## src/lgbm_pkg.sv

```systemverilog
package lgbm_pkg;
    // ==========================================================
    // register subaddresses
    localparam logic [5:0] GAMMA_BASE_ADDR  = 6'h26;
    localparam logic [5:0] BRIGHT_ADDR      = 6'h34;
    localparam logic [5:0] CLKCTL_ADDR      = 6'h35;
    // ==========================================================
    // curve layout: seven knots per curve, curve b after curve a
    localparam int         KNOTS            = 7;
    localparam int         CURVE_REGS       = 2 * KNOTS;
    // fixed curve points
    localparam logic [7:0] FIX_LOW          = 8'h10;
    localparam logic [7:0] FIX_HIGH         = 8'hF0;
    localparam logic [7:0] FIRST_KNOT       = 8'h20;
    localparam int         SEG_SHIFT        = 5;
    // ==========================================================
    // clock output control fields and reset value
    localparam int         AUX_CLOCK_OUTPUT_PIN_EN_POS    = 1;
    localparam logic [7:0] CLKCTL_RESET     = 8'h70;
    localparam logic [7:0] UNMAPPED_READ    = 8'h00;
    // ==========================================================
    // brightness measurement sizes
    localparam int         ACC_W            = 26;
    localparam int         CNT_W            = 18;
    localparam int         QUOT_W           = 8;
    // divider state
    typedef enum logic [0:0] {
        LGBM_DIV_IDLE = 1'b0,
        LGBM_DIV_RUN  = 1'b1
    } lgbm_div_t;
endpackage

```

## src/lgbm_fifo.sv

```systemverilog
`timescale 1ns/1ps
`default_nettype none
module lgbm_fifo #(
    parameter int W = 16,
    parameter int D = 8
) (
    input  wire logic         clk_in,     // pixel clock
    input  wire logic         rst_in,     // async reset, high
    input  wire logic         s_valid_in, // write side valid
    output logic              s_ready_out,// write side ready
    input  wire logic [W-1:0] s_data_in,  // write data
    output logic              m_valid_out,// read side valid
    input  wire logic         m_ready_in, // read side ready
    output logic      [W-1:0] m_data_out  // read data
);
    localparam int AW = $clog2(D);
    initial begin
        if (D < 2 || (1 << AW) != D || W < 1) begin
            $error("lgbm_fifo: depth must be a power of two >= 2");
        end
    end
    // ==========================================================
    // storage with one extra pointer bit to tell full from empty
    logic [W-1:0] mem [D];
    logic [AW:0]  wp_q;
    logic [AW:0]  rp_q;
    wire          full  = (wp_q[AW] != rp_q[AW]) && (wp_q[AW-1:0] == rp_q[AW-1:0]);
    wire          empty = (wp_q == rp_q);
    wire          push  = s_valid_in && !full;
    wire          pop   = m_valid_out && m_ready_in;

    assign s_ready_out = !full;
    assign m_valid_out = !empty;
    assign m_data_out  = mem[rp_q[AW-1:0]];

    always_ff @(posedge clk_in or posedge rst_in) begin
        if (rst_in) begin
            wp_q <= '0;
            rp_q <= '0;
        end else begin
            if (push) begin
                wp_q <= wp_q + 1'b1;
            end
            if (pop) begin
                rp_q <= rp_q + 1'b1;
            end
        end
    end

    always_ff @(posedge clk_in) begin
        if (push) begin
            mem[wp_q[AW-1:0]] <= s_data_in;
        end
    end
endmodule
`default_nettype wire

```

## src/lgbm_top.sv

```systemverilog
// Behaviour
// - gamma touches luma only; chroma passes unchanged.
// - two programmable curves; the select input picks exactly one.
// - seven programmable knots at inputs 32,64,...,224 on a 256 scale.
// - between neighbouring knots output is linearly interpolated.
// - points 0, 16, 240, 255 are fixed; writes cannot move them.
// - read-only 8-bit average brightness register at subaddress 0x34.
// - only active-video luma samples are accumulated.
// - brightness register refreshes once per field on vsync falling edge.
// - clock-out enable bit drives the 54 MHz clock onto the pin.
// - enable only acts with pll on and oversampling on.
`timescale 1ns/1ps
`default_nettype none
module lgbm_top #(
    parameter int FIFO_DEPTH = 8
) (
    input  wire logic       clk_in,         // pixel clock, 10 MHz
    input  wire logic       rst_in,         // async reset, high
    input  wire logic [5:0] reg_addr_in,    // register subaddress
    input  wire logic       reg_wr_in,      // write strobe
    input  wire logic [7:0] reg_wdata_in,   // write data
    input  wire logic       reg_rd_in,      // read strobe
    output logic      [7:0] reg_rdata_out,  // read data, valid next cycle
    input  wire logic       pix_valid_in,   // sample valid
    output logic            pix_ready_out,  // fifo has room
    input  wire logic [7:0] luma_in,        // luma sample
    input  wire logic [7:0] chroma_in,      // chroma sample
    input  wire logic       active_in,      // active video area
    input  wire logic       vsync_n_in,     // vertical sync, low active
    input  wire logic       curve_sel_in,   // 0 curve a, 1 curve b
    input  wire logic       pll_disable_in, // pll disable mode bit
    input  wire logic       oversample_in,  // 4x oversampling mode bit
    input  wire logic       pll_clk_in,     // 54 MHz pll clock
    output logic            pix_valid_out,  // output sample valid
    input  wire logic       pix_ready_in,   // downstream ready
    output logic      [7:0] luma_out,       // corrected luma
    output logic      [7:0] chroma_out,     // chroma, untouched
    output logic            aux_clock_out   // gated pll clock pin
);
    initial begin
        if (FIFO_DEPTH < 2) begin
            $error("lgbm_top: fifo depth too small");
        end
    end
    // ==========================================================
    // input fifo
    logic        f_valid;
    logic [15:0] f_data;
    logic        stage_load;
    wire         stage_free = !pix_valid_out || pix_ready_in;
    wire         take       = pix_valid_in && pix_ready_out;
    assign stage_load = f_valid && stage_free;

    lgbm_fifo #(.W(16), .D(FIFO_DEPTH)) u_fifo (
        .clk_in      (clk_in),
        .rst_in      (rst_in),
        .s_valid_in  (pix_valid_in),
        .s_ready_out (pix_ready_out),
        .s_data_in   ({luma_in, chroma_in}),
        .m_valid_out (f_valid),
        .m_ready_in  (stage_free),
        .m_data_out  (f_data)
    );
    wire [7:0] f_luma   = f_data[15:8];
    wire [7:0] f_chroma = f_data[7:0];
    // ==========================================================
    // curve registers and knot selection
    logic [7:0] gamma_q [lgbm_pkg::CURVE_REGS];
    logic [7:0] bp [lgbm_pkg::KNOTS];
    for (genvar g = 0; g < lgbm_pkg::KNOTS; g++) begin : g_bp
        assign bp[g] = curve_sel_in ? gamma_q[g + lgbm_pkg::KNOTS] : gamma_q[g];
    end

    function automatic logic [7:0] interp(input logic [7:0] ya, input logic [7:0] yb,
                                          input logic [4:0] off);
        logic signed [9:0]  diff;
        logic signed [15:0] prod;
        diff   = $signed({2'b00, yb}) - $signed({2'b00, ya});
        prod   = 16'(diff * $signed({1'b0, off}));
        interp = 8'($signed({2'b00, ya}) + 10'(prod >>> lgbm_pkg::SEG_SHIFT));
    endfunction

    // ==========================================================
    // gamma segment decode
    wire [2:0] seg      = f_luma[7:5];
    wire       in_fixed = (f_luma < lgbm_pkg::FIX_LOW) || (f_luma >= lgbm_pkg::FIX_HIGH);
    wire       in_first = (f_luma < lgbm_pkg::FIRST_KNOT);
    wire       in_last  = (seg == 3'h7);
    wire [2:0] ka       = (seg == 3'h0) ? 3'h0 : 3'(seg - 3'h1);
    wire [7:0] ya       = in_first ? lgbm_pkg::FIX_LOW : bp[ka];
    wire [7:0] yb       = in_last ? lgbm_pkg::FIX_HIGH : (in_first ? bp[0] : bp[seg]);
    // half-width end segments reuse the 32-wide slope by doubling the offset
    wire [4:0] off      = (in_first || in_last) ? {f_luma[3:0], 1'b0} : f_luma[4:0];
    wire [7:0] gam      = in_fixed ? f_luma : interp(ya, yb, off);

    always_ff @(posedge clk_in or posedge rst_in) begin
        if (rst_in) begin
            pix_valid_out <= 1'b0;
            luma_out      <= 8'h00;
            chroma_out    <= 8'h00;
        end else begin
            if (stage_free) begin
                pix_valid_out <= f_valid;
            end
            if (stage_load) begin
                luma_out   <= gam;
                chroma_out <= f_chroma;
            end
        end
    end
    // ==========================================================
    // register port
    logic [7:0] clkctl_q;
    logic [7:0] bright_q;
    wire  [5:0] gidx     = 6'(reg_addr_in - lgbm_pkg::GAMMA_BASE_ADDR);
    wire        gam_hit  = (reg_addr_in >= lgbm_pkg::GAMMA_BASE_ADDR) &&
                           (gidx < 6'(lgbm_pkg::CURVE_REGS));
    wire  [7:0] rd_mux   = gam_hit ? gamma_q[gidx[3:0]] :
                           (reg_addr_in == lgbm_pkg::BRIGHT_ADDR) ? bright_q :
                           (reg_addr_in == lgbm_pkg::CLKCTL_ADDR) ? clkctl_q :
                           lgbm_pkg::UNMAPPED_READ;

    always_ff @(posedge clk_in or posedge rst_in) begin
        if (rst_in) begin
            reg_rdata_out <= 8'h00;
            clkctl_q      <= lgbm_pkg::CLKCTL_RESET;
            for (int i = 0; i < lgbm_pkg::CURVE_REGS; i++) begin
                gamma_q[i] <= 8'(32 * ((i % lgbm_pkg::KNOTS) + 1));
            end
        end else begin
            if (reg_rd_in) begin
                reg_rdata_out <= rd_mux;
            end
            // fixed points have no storage, so no write can reach them
            if (reg_wr_in && gam_hit) begin
                gamma_q[gidx[3:0]] <= reg_wdata_in;
            end
            if (reg_wr_in && reg_addr_in == lgbm_pkg::CLKCTL_ADDR) begin
                clkctl_q <= reg_wdata_in;
            end
        end
    end
    // ==========================================================
    // clock output gating
    logic clk_en_q;
    wire  clk_en_d = clkctl_q[lgbm_pkg::AUX_CLOCK_OUTPUT_PIN_EN_POS] && !pll_disable_in && oversample_in;
    always_ff @(posedge clk_in or posedge rst_in) begin
        if (rst_in) begin
            clk_en_q <= 1'b0;
        end else begin
            clk_en_q <= clk_en_d;
        end
    end
    // a plain and-gate glitches when the enable moves; a cell latch belongs here
    assign aux_clock_out = pll_clk_in && clk_en_q;
    // ==========================================================
    // brightness measurement
    logic                      vs_q;
    logic [lgbm_pkg::ACC_W-1:0] acc_q;
    logic [lgbm_pkg::CNT_W-1:0] cnt_q;
    wire  vs_fall = vs_q && !vsync_n_in;
    wire  sample  = take && active_in;

    always_ff @(posedge clk_in or posedge rst_in) begin
        if (rst_in) begin
            vs_q  <= 1'b1;
            acc_q <= '0;
            cnt_q <= '0;
        end else begin
            vs_q <= vsync_n_in;
            // a sample in the edge cycle opens the new field
            if (vs_fall) begin
                acc_q <= sample ? lgbm_pkg::ACC_W'(luma_in) : '0;
                cnt_q <= sample ? lgbm_pkg::CNT_W'(1) : '0;
            end else if (sample) begin
                acc_q <= acc_q + lgbm_pkg::ACC_W'(luma_in);
                cnt_q <= cnt_q + 1'b1;
            end
        end
    end
    // ==========================================================
    // restoring divider: mean never exceeds 255, so eight steps suffice
    lgbm_pkg::lgbm_div_t        div_q;
    logic [lgbm_pkg::ACC_W-1:0] rem_q;
    logic [lgbm_pkg::CNT_W-1:0] dvs_q;
    logic [lgbm_pkg::QUOT_W-1:0] quo_q;
    logic [2:0]                  step_q;
    wire  [lgbm_pkg::ACC_W+7:0]  trial  = 34'(dvs_q) << step_q;
    wire                         fits   = 34'(rem_q) >= trial;
    wire                         div_done = (div_q == lgbm_pkg::LGBM_DIV_RUN) && (step_q == 3'h0);

    always_ff @(posedge clk_in or posedge rst_in) begin
        if (rst_in) begin
            div_q    <= lgbm_pkg::LGBM_DIV_IDLE;
            rem_q    <= '0;
            dvs_q    <= '0;
            quo_q    <= '0;
            step_q   <= 3'h0;
            bright_q <= 8'h00;
        end else begin
            unique case (div_q)
                lgbm_pkg::LGBM_DIV_IDLE: begin
                    if (vs_fall) begin
                        rem_q  <= acc_q;
                        dvs_q  <= cnt_q;
                        quo_q  <= '0;
                        step_q <= 3'h7;
                        div_q  <= lgbm_pkg::LGBM_DIV_RUN;
                    end
                end
                lgbm_pkg::LGBM_DIV_RUN: begin
                    if (fits && dvs_q != '0) begin
                        rem_q <= lgbm_pkg::ACC_W'(34'(rem_q) - trial);
                    end
                    quo_q[step_q] <= fits && dvs_q != '0;
                    step_q        <= 3'(step_q - 3'h1);
                    if (div_done) begin
                        bright_q <= {quo_q[7:1], fits && dvs_q != '0};
                        div_q    <= lgbm_pkg::LGBM_DIV_IDLE;
                    end
                end
            endcase
        end
    end
    // ==========================================================
    // assertions
    a_chroma_pass: assert property (@(posedge clk_in) disable iff (rst_in)
        stage_load |=> chroma_out == $past(f_chroma))
        else $error("chroma altered");
    a_fixed_low: assert property (@(posedge clk_in) disable iff (rst_in)
        stage_load && f_luma < 8'h10 |=> luma_out == $past(f_luma))
        else $error("low fixed point moved");
    a_fixed_high: assert property (@(posedge clk_in) disable iff (rst_in)
        stage_load && f_luma >= 8'hF0 |=> luma_out == $past(f_luma))
        else $error("high fixed point moved");
    a_knot_sel_b: assert property (@(posedge clk_in) disable iff (rst_in)
        stage_load && f_luma == 8'h80 && curve_sel_in |=> luma_out == $past(gamma_q[10]))
        else $error("curve b knot not used");
    a_knot_hit_a: assert property (@(posedge clk_in) disable iff (rst_in)
        stage_load && f_luma == 8'h20 && !curve_sel_in |=> luma_out == $past(gamma_q[0]))
        else $error("curve a first knot wrong");
    a_interp_mid: assert property (@(posedge clk_in) disable iff (rst_in)
        stage_load && f_luma == 8'h30 |=> luma_out == 8'(($past(9'(bp[0])) + $past(9'(bp[1]))) >> 1))
        else $error("midpoint interpolation wrong");
    a_blank_skip: assert property (@(posedge clk_in) disable iff (rst_in)
        take && !active_in && !vs_fall |=> $stable(acc_q) && $stable(cnt_q))
        else $error("blanking sample accumulated");
    a_acc_restart: assert property (@(posedge clk_in) disable iff (rst_in)
        vs_fall && !sample |=> acc_q == '0 && cnt_q == '0)
        else $error("accumulator not cleared at field");
    a_bright_hold: assert property (@(posedge clk_in) disable iff (rst_in)
        !div_done |=> $stable(bright_q))
        else $error("brightness changed mid field");
    a_bright_time: assert property (@(posedge clk_in) disable iff (rst_in)
        vs_fall && div_q == lgbm_pkg::LGBM_DIV_IDLE |-> ##8 div_done)
        else $error("brightness not refreshed in 9 cycles");
    a_bright_read: assert property (@(posedge clk_in) disable iff (rst_in)
        reg_rd_in && reg_addr_in == 6'h34 |=> reg_rdata_out == $past(bright_q))
        else $error("brightness readback wrong");
    a_aux_clock_output_pin_gate: assert property (@(posedge clk_in) disable iff (rst_in)
        pll_disable_in || !oversample_in |=> !clk_en_q)
        else $error("clock out enabled without pll");
    c_field_done: cover property (@(posedge clk_in) disable iff (rst_in) div_done && dvs_q != '0);
    c_fifo_full:  cover property (@(posedge clk_in) disable iff (rst_in) pix_valid_in && !pix_ready_out);
    c_curve_b:    cover property (@(posedge clk_in) disable iff (rst_in) stage_load && curve_sel_in);
    c_clk_on:     cover property (@(posedge clk_in) disable iff (rst_in) clk_en_q);
endmodule
`default_nettype wire

```

## config.mk

```make
export PLATFORM = sky130hd
export DESIGN_NAME = lgbm_top
export DESIGN_NICKNAME = d
export VERILOG_FILES = /design/src/lgbm_pkg.sv /design/src/lgbm_fifo.sv /design/src/lgbm_top.sv
export SDC_FILE = /design/constraint.sdc
export NUM_CORES = 1
export LEC_CHECK = 0
export ABC_AREA = 1
export ABC_CLOCK_PERIOD_IN_PS = 15040
export BUFFER_PORTS_ARGS = -buffer_cell sky130_fd_sc_hd__buf_2
export CAP_MARGIN = 20
export CORE_MARGIN = 3
export CORE_UTILIZATION = 60
export CTS_CLUSTER_DIAMETER = 40
export DETAILED_ROUTE_END_ITERATION = 8
export PLACE_DENSITY_LB_ADDON = 0.2
export SYNTH_ARGS = -nofsm -noshare
export SYNTH_HDL_FRONTEND = slang
export SYNTH_SLANG_ARGS = --single-unit
export TNS_END_PERCENT = 20
```

## constraint.sdc

```tcl
create_clock -name clk_in -period 15.04 [get_ports clk_in]
set_input_delay 1.504 -clock clk_in [delete_from_list [all_inputs] [get_ports clk_in]]
set_output_delay 1.504 -clock clk_in [all_outputs]
set_load 0.01 [all_outputs]
```

==> key figures, run 1 <==
Placed design
  • RD Place Congestion: about 0.92
  • DP Wirelength: around 43 mm
  • IO buf count: 68
  • Post-DP Area: approximately 23,000 sq um

Yosys
  • Top post-synthesis cells by area: dfrtp_1, edfxtp_1, nand2_1
  • Synth Register Bits: 390
  • Top_reg_cell synth: dfrtp_1
  • Async set-reset flop share out of synthesis: about 67%
  • Top cell type's share of synthesized area: 25.6%
  • Ys Warns: 0
  • Synthesized area: around 23,000 sq um
  • Most frequent cell after synthesis: nand2_1
  • Synthesized area per cell: a little over 8 sq um
  • Sequential area share after synthesis: roughly 46%
  • Synth area leader: dfrtp_1
  • Number of synthesized flops with an enable pin: between 100 and 150
  • Post-Syn Nets: 2,972
  • Cells after synthesis: between 2,000 and 3,000
  • Most frequent cells after synthesis: nand2_1, o21ai_0, inv_1, nor2_1, dfrtp_1
  • Unique masters post-synth: 63

Layout
  • Share of cells above drive strength 1: around 9%
  • ANT cells: 0
  • Fillers: about 3,000
  • Fin area: approximately 25,000 sq um
  • Final nets: around 3,000
  • P&R area growth vs syn: 11.2%

Setup path
  • Crit path launch type: flip-flop
  • CP most frequent cell: nand2_1
  • CP Class: reg -> reg
  • Slowest-stage cell, CP: nor3_1
  • Worst Path Arrival: about 11 ns
  • CP peak stage delay: approximately 0.63 ns
  • Required @ worst endpoint: 15.56 ns
  • CP max FO: 68
  • CP Capture Type: flip-flop

Route
  • DRC: 0
  • Routed met3 length: between 4 and 5 mm
  • Uppermost layer routed: met4
  • Metal2 WL: 28.9 mm
  • Wire per inst: about 18 um
  • Vias per Instance: approximately 5.9
  • Wire length on met1: 25.8 mm
  • Initial DRT Pass Iterations: 6
  • Routed wire length: just over 60 mm
  • Final ANT Viol Nets: 0
  • Total number of vias: approximately 20,000
  • DRT iter0 DRCs: roughly 2,000

Run
  • MaxCap Viol Count: 0

CTS
  • CTS H-Tree Depth: 2
  • Clock buffer depth: 3
  • Clk Latency, worst-skew pair: 0.62 ns
  • CTS tree: yes
  • Clock sinks: 390
  • Cts repair resizes: 0
  • Hold buffer count at cts: 0
  • Clock root buffer: clkbuf_16
  • Post-CTS Setup Inserts: 0
  • Clock-pin slew of the registers on the worst-case setup and hold paths: about 0.060 ns
  • CTS Buf Count: 53

Run status
  • Status: finished, final reports clean

Die
  • Top Ports: 69
  • Die area: 40,500 sq um
  • Die width: between 200 and 250 um
  • Site Rows: 70
  • Initial Utilization: between 60% and 70%
  • Die H: 201 um
  • Core area: ~37,000 sq um

Global routing
  • Total GRT Usage: between 30 and 40%
  • Largest net degree at the start of global routing: 109
  • GR Overflow Total: 0
  • First-pass GRT wire length: 99.2 mm
  • Initial antenna violation count: 0
  • Vias in the first global route: between 15,000 and 20,000

Timing
  • Final number of setup-violating endpoints: 0
  • RSZ-0062 raised after global routing: false
  • Min cycle time layout: around 11 ns
  • Worst slew pin tran: ~0.96 ns
  • Post-Route Setup TNS: 0 ns
  • Final hold violations: 0
  • Layout Skew: about 0.031 ns
  • Hold WS: between 0.4 and 0.5 ns
  • Slew headroom: a little over a third
  • Fmax: around 0.094 GHz
  • Final slew viol count: 0
  • Final period util: 70.7%

Hold path
  • Hold crit path type: reg -> reg
cell families after synthesis:
logic type / Yosys count / share of synthesized area, %
buf+inv: 412 / 7.05
mux: 28 / 1.23
simple gates: 1179 / 21.4
fa+ha+maj: 103 / 6.56
xor+xnor: 39 / 1.50
compound gates: 676 / 16.6
flops: 390 / 45.7
registers in the layout, summed over array words and instances (netlist names), 8 cells and up:
| name | cells |
|---|---|
| bright_q | 8 |
| dvs_q | 18 |
| gamma_q | 112 |
| cnt_q | 18 |
| chroma_out | 8 |
| u_fifo.mem | 128 |
| reg_rdata_out | 8 |
| acc_q | 26 |
| rem_q | 26 |
| luma_out | 8 |
| clkctl_q | 8 |
layout by cell type, fill, tap and decap left out, types with 8 or more instances in the layout:
cell type   synthesis  final
nand4_1            21     21
dfstp_2            28     28
nand2_1           729    729
ha_1               75     75
nor3_1             32     32
a311oi_1           11     11
bufinv_16           0      9
a31oi_1            38     38
buf_2              12     68
o21ai_1            11     11
nor2_1            241    238
xor2_1             27     27
buf_4               7     23
o2111ai_1           8      8
o211ai_1           11     11
fa_1               28     28
mux2i_1            28     28
xnor2_1            12     12
nor4_1             12     12
a22oi_1            13     13
inv_2               8      8
inv_1             278    277
a21oi_1           110    110
nand2_2            11     11
edfxtp_1          128    128
a211oi_1            9      9
dfrtp_1           234    233
o22ai_1            25     25
nand3_1            97     97
o21ai_0           387    387
clkbuf_16           0     53
clkinvlp_4          0      9
clkinv_1            6      9
or2_2               9      9
o21bai_1            8      8
path summary, 6_finish.rpt:
check                               start              to  slack, ns  depth (start not counted)
min in group asynchronous          rst_in        clk_en_q       1.04                          2
hold / removal                   quo_q[7]     bright_q[7]       0.47                          2
max in group asynchronous          rst_in  u_fifo.rp_q[0]      12.46                          3
setup reg to reg           u_fifo.rp_q[0]     luma_out[7]       4.41                         51
setup / recovery           u_fifo.rp_q[0]     luma_out[7]       4.41                         51
hold reg to reg                  quo_q[7]     bright_q[7]       0.47                          2
cell type report:
type                       count  area [sq um]  share of cell area (%)
inverter                     292          1100                    4.34
timing repair buffer          92           541                    2.13
clock inverter                39           533                    2.10
clock buffer                  60          1360                    5.36
sequential                   390         10400                    41.1
multi-input combinational   2025         10800                    42.5
tap                          504           631                    2.48
metrics by stage:
step,worst slack [ns],std cells,util [%]
floorplan,6.37,2827,-
global placement,4.98,3302,63.4
detailed placement,4.53,3302,63.4
CTS,4.47,3401,68.5
global route,3.38,3402,68.6
finish,4.41,3402,68.6
critical path, delay by kind of cell, from the launching register on:
family / cells / cell delay (ns)
AO/OA/AOI/OAI: 10 / 1.81
XOR/XNOR: 2 / 0.60
adder cells (fa/ha/maj): 7 / 2.66
buffers and inverters: 9 / 1.66
flip-flops: 1 / 0.34
AND/OR/NAND/NOR: 23 / 3.40
routing by layer:
metal | global-route usage (%) | vias to the layer above
li1 | - | 9568
met3 | 4.17 | 173
met2 | 47.8 | 836
met1 | 41.2 | 9597
met4 | 14.4 | 0
met5 | 0 | -
Power of run 1 is not shown: default switching activity piles up to over one toggle a cycle in this logic, so the estimate is an artifact.
==> inputs of run 2 (changes only) <==
ABC_CLOCK_PERIOD_IN_PS = 8800   (was 15040)
CORE_UTILIZATION = 57   (was 60)
clock period = 8.8 ns   (was 15.04 ns; I/O delays follow)
==> key figures, run 2 (synthesis gave the netlist of run 1 again) <==
CTS
  • Clock-pin slew of the registers on the worst-case setup and hold paths: 0.06 ns (about the same)
  • CTS Buf Count: 55 (+3.8%)
  • CTS tree: yes
  • Hold buffer count at cts: 0 (unchanged)
  • Clock root buffer: clkbuf_16
  • Clock sinks: 390 (unchanged)
  • Clock buffer depth: 3 (unchanged)
  • Clk Latency, worst-skew pair: 0.61 ns (about the same)
  • CTS H-Tree Depth: 2 (unchanged)

Die
  • Top Ports: 69 (unchanged)
  • Initial Utilization: 58.4% (-3.2 points)
  • Site Rows: 72 (+2.9%)
  • Core area: 39,100 sq um (+5.5%)
  • Die area: 42,500 sq um (+5.1%)
  • Die width: 206 um (+2.5%)
  • Die H: 206 um (+2.5%)

Route
  • DRC: 0 (unchanged)
  • Vias per Instance: 5.91 (-0.35%)
  • DRT iter0 DRCs: 2,010 (+1.1%)
  • Total number of vias: 20,300 (+0.70%)
  • Initial DRT Pass Iterations: 6 (unchanged)
  • Routed wire length: 64.2 mm (+3.2%)
  • Final ANT Viol Nets: 0 (unchanged)
  • Wire per inst: 18.7 um (+2.2%)

Global routing
  • Met3 usage: 4.17% (about the same)
  • Vias in the first global route: 19,600 (+2.2%)
  • GR Util met1: 41.0% (-0.18 points)
  • Initial antenna violation count: 1 (+1)
  • First-pass GRT wire length: 103 mm (+3.8%)
  • Total GRT Usage: 30.4% (+0.30 points)
  • Largest net degree at the start of global routing: 117 (+7.3%)
  • Gr busiest metal: met2
  • GR Overflow Total: 0 (unchanged)
  • M2 GR Usage: 49.1% (+1.3 points)

Setup path
  • CP Class: reg -> reg
  • Top delay family on crit path: adder cells
  • CP peak stage delay: 0.58 ns (-0.05 ns)
  • Buffers plus inverters on the worst setup path: 9 (unchanged)
  • CP max FO: 21 (-69%)
  • CP most frequent cell: nand2_1
  • Crit path launch type: flip-flop
  • Worst Path Arrival: 8.61 ns (-2.54 ns)
  • Required @ worst endpoint: 9.33 ns (-6.23 ns)
  • Slowest-stage cell, CP: fa_1
  • CP Capture Type: flip-flop

Timing
  • Layout Skew: 0.0202 ns (-0.0107 ns)
  • Final number of setup-violating endpoints: 0 (unchanged)
  • Post-Route Setup TNS: 0 ns (unchanged)
  • Fmax: 0.124 GHz (+32%)
  • Final period util: 91.8% (+21 points)
  • Slew headroom: 32.4% (-3.5 points)
  • Final slew viol count: 0 (unchanged)
  • Worst slew pin tran: 1.01 ns (+0.0546 ns)
  • Min cycle time layout: 8.08 ns (-2.56 ns)
  • Final hold violations: 0 (unchanged)

Run status
  • Status: finished, final reports clean

Placed design
  • Post-DP Area: 23,600 sq um (+0.61%)
  • RD Place Congestion: 0.986 (+6.8%)
  • Dpl cells: 3,331 (+0.88%)
  • DP Wirelength: 44.4 mm (+3.7%)
  • IO buf count: 68 (unchanged)

Layout
  • P&R area growth vs syn: 12.5%
  • Fin area: 25,700 sq um (+1.1%)
  • Commonest non-fill, non-tap cells in the layout: nand2_1, o21ai_0, inv_1, nor2_1, dfrtp_1
  • Share of cells above drive strength 1: 10.1% (+1.0 points)
  • Commonest non-fill, non-tap cell in the layout: nand2_1
  • Largest register FFs: 128 (unchanged)
  • Finished Layout Cells: 3,438 (+1.1%)
  • Final nets: 3,019 (+0.67%)

Hold path
  • Hold crit path type: in -> reg

Run
  • MaxCap Viol Count: 0 (unchanged)
-- run 2: through the flow --
stage / hold WS (ns) / worst slack [ns] / utilization [%]
global placement: 0.461 / 0.455 / 60.5
CTS: 0.376 / 0.125 / 65.5
detailed placement: 0.467 / 0.191 / 60.5
floorplan: 0.443 / 0.336 / -
finish: 0.397 / 0.724 / 65.7
global route: 0.384 / -0.00535 / 65.7
-- run 2: worst paths after layout --
path	slack [ns]	startpoint	endpoint	cells past startpoint
worst max-delay path	0.72	u_fifo.rp_q[0]	luma_out[7]	49
worst min-delay path	0.40	vsync_n_in	vs_q	1
worst max register to register	0.72	u_fifo.rp_q[0]	luma_out[7]	49
worst min register to register	0.48	quo_q[2]	bright_q[2]	2
max in group asynchronous	6.70	rst_in	u_fifo.rp_q[0]	3
min in group asynchronous	0.44	rst_in	clkctl_q[1]	2
-- run 2: layout make-up --
class / instances / area, sq um
timing repair buffer: 110 / 676
clock buffer: 64 / 1450
antenna: 1 / 2.50
tap: 518 / 648
sequential: 390 / 10400
inverter: 292 / 1110
clock inverter: 38 / 519
multi-input combinational: 2025 / 10900
fill: 3229 / 13400
-- run 2: metal layers --
metal  share of wire (%)  up-vias
met3                 6.7      184
met4                 4.6        0
met2                  47      824
met1                  42     9697
met5                   0        -
li1                    -     9611
-- run 2: repair_timing --
item,4_1_cts,5_1_grt
gates resized for setup,0,20
endpoints found under the setup margin,0,4
endpoints found under the hold margin,0,0
buffers inserted,0,4
Power of run 2 is left out for the same reason.
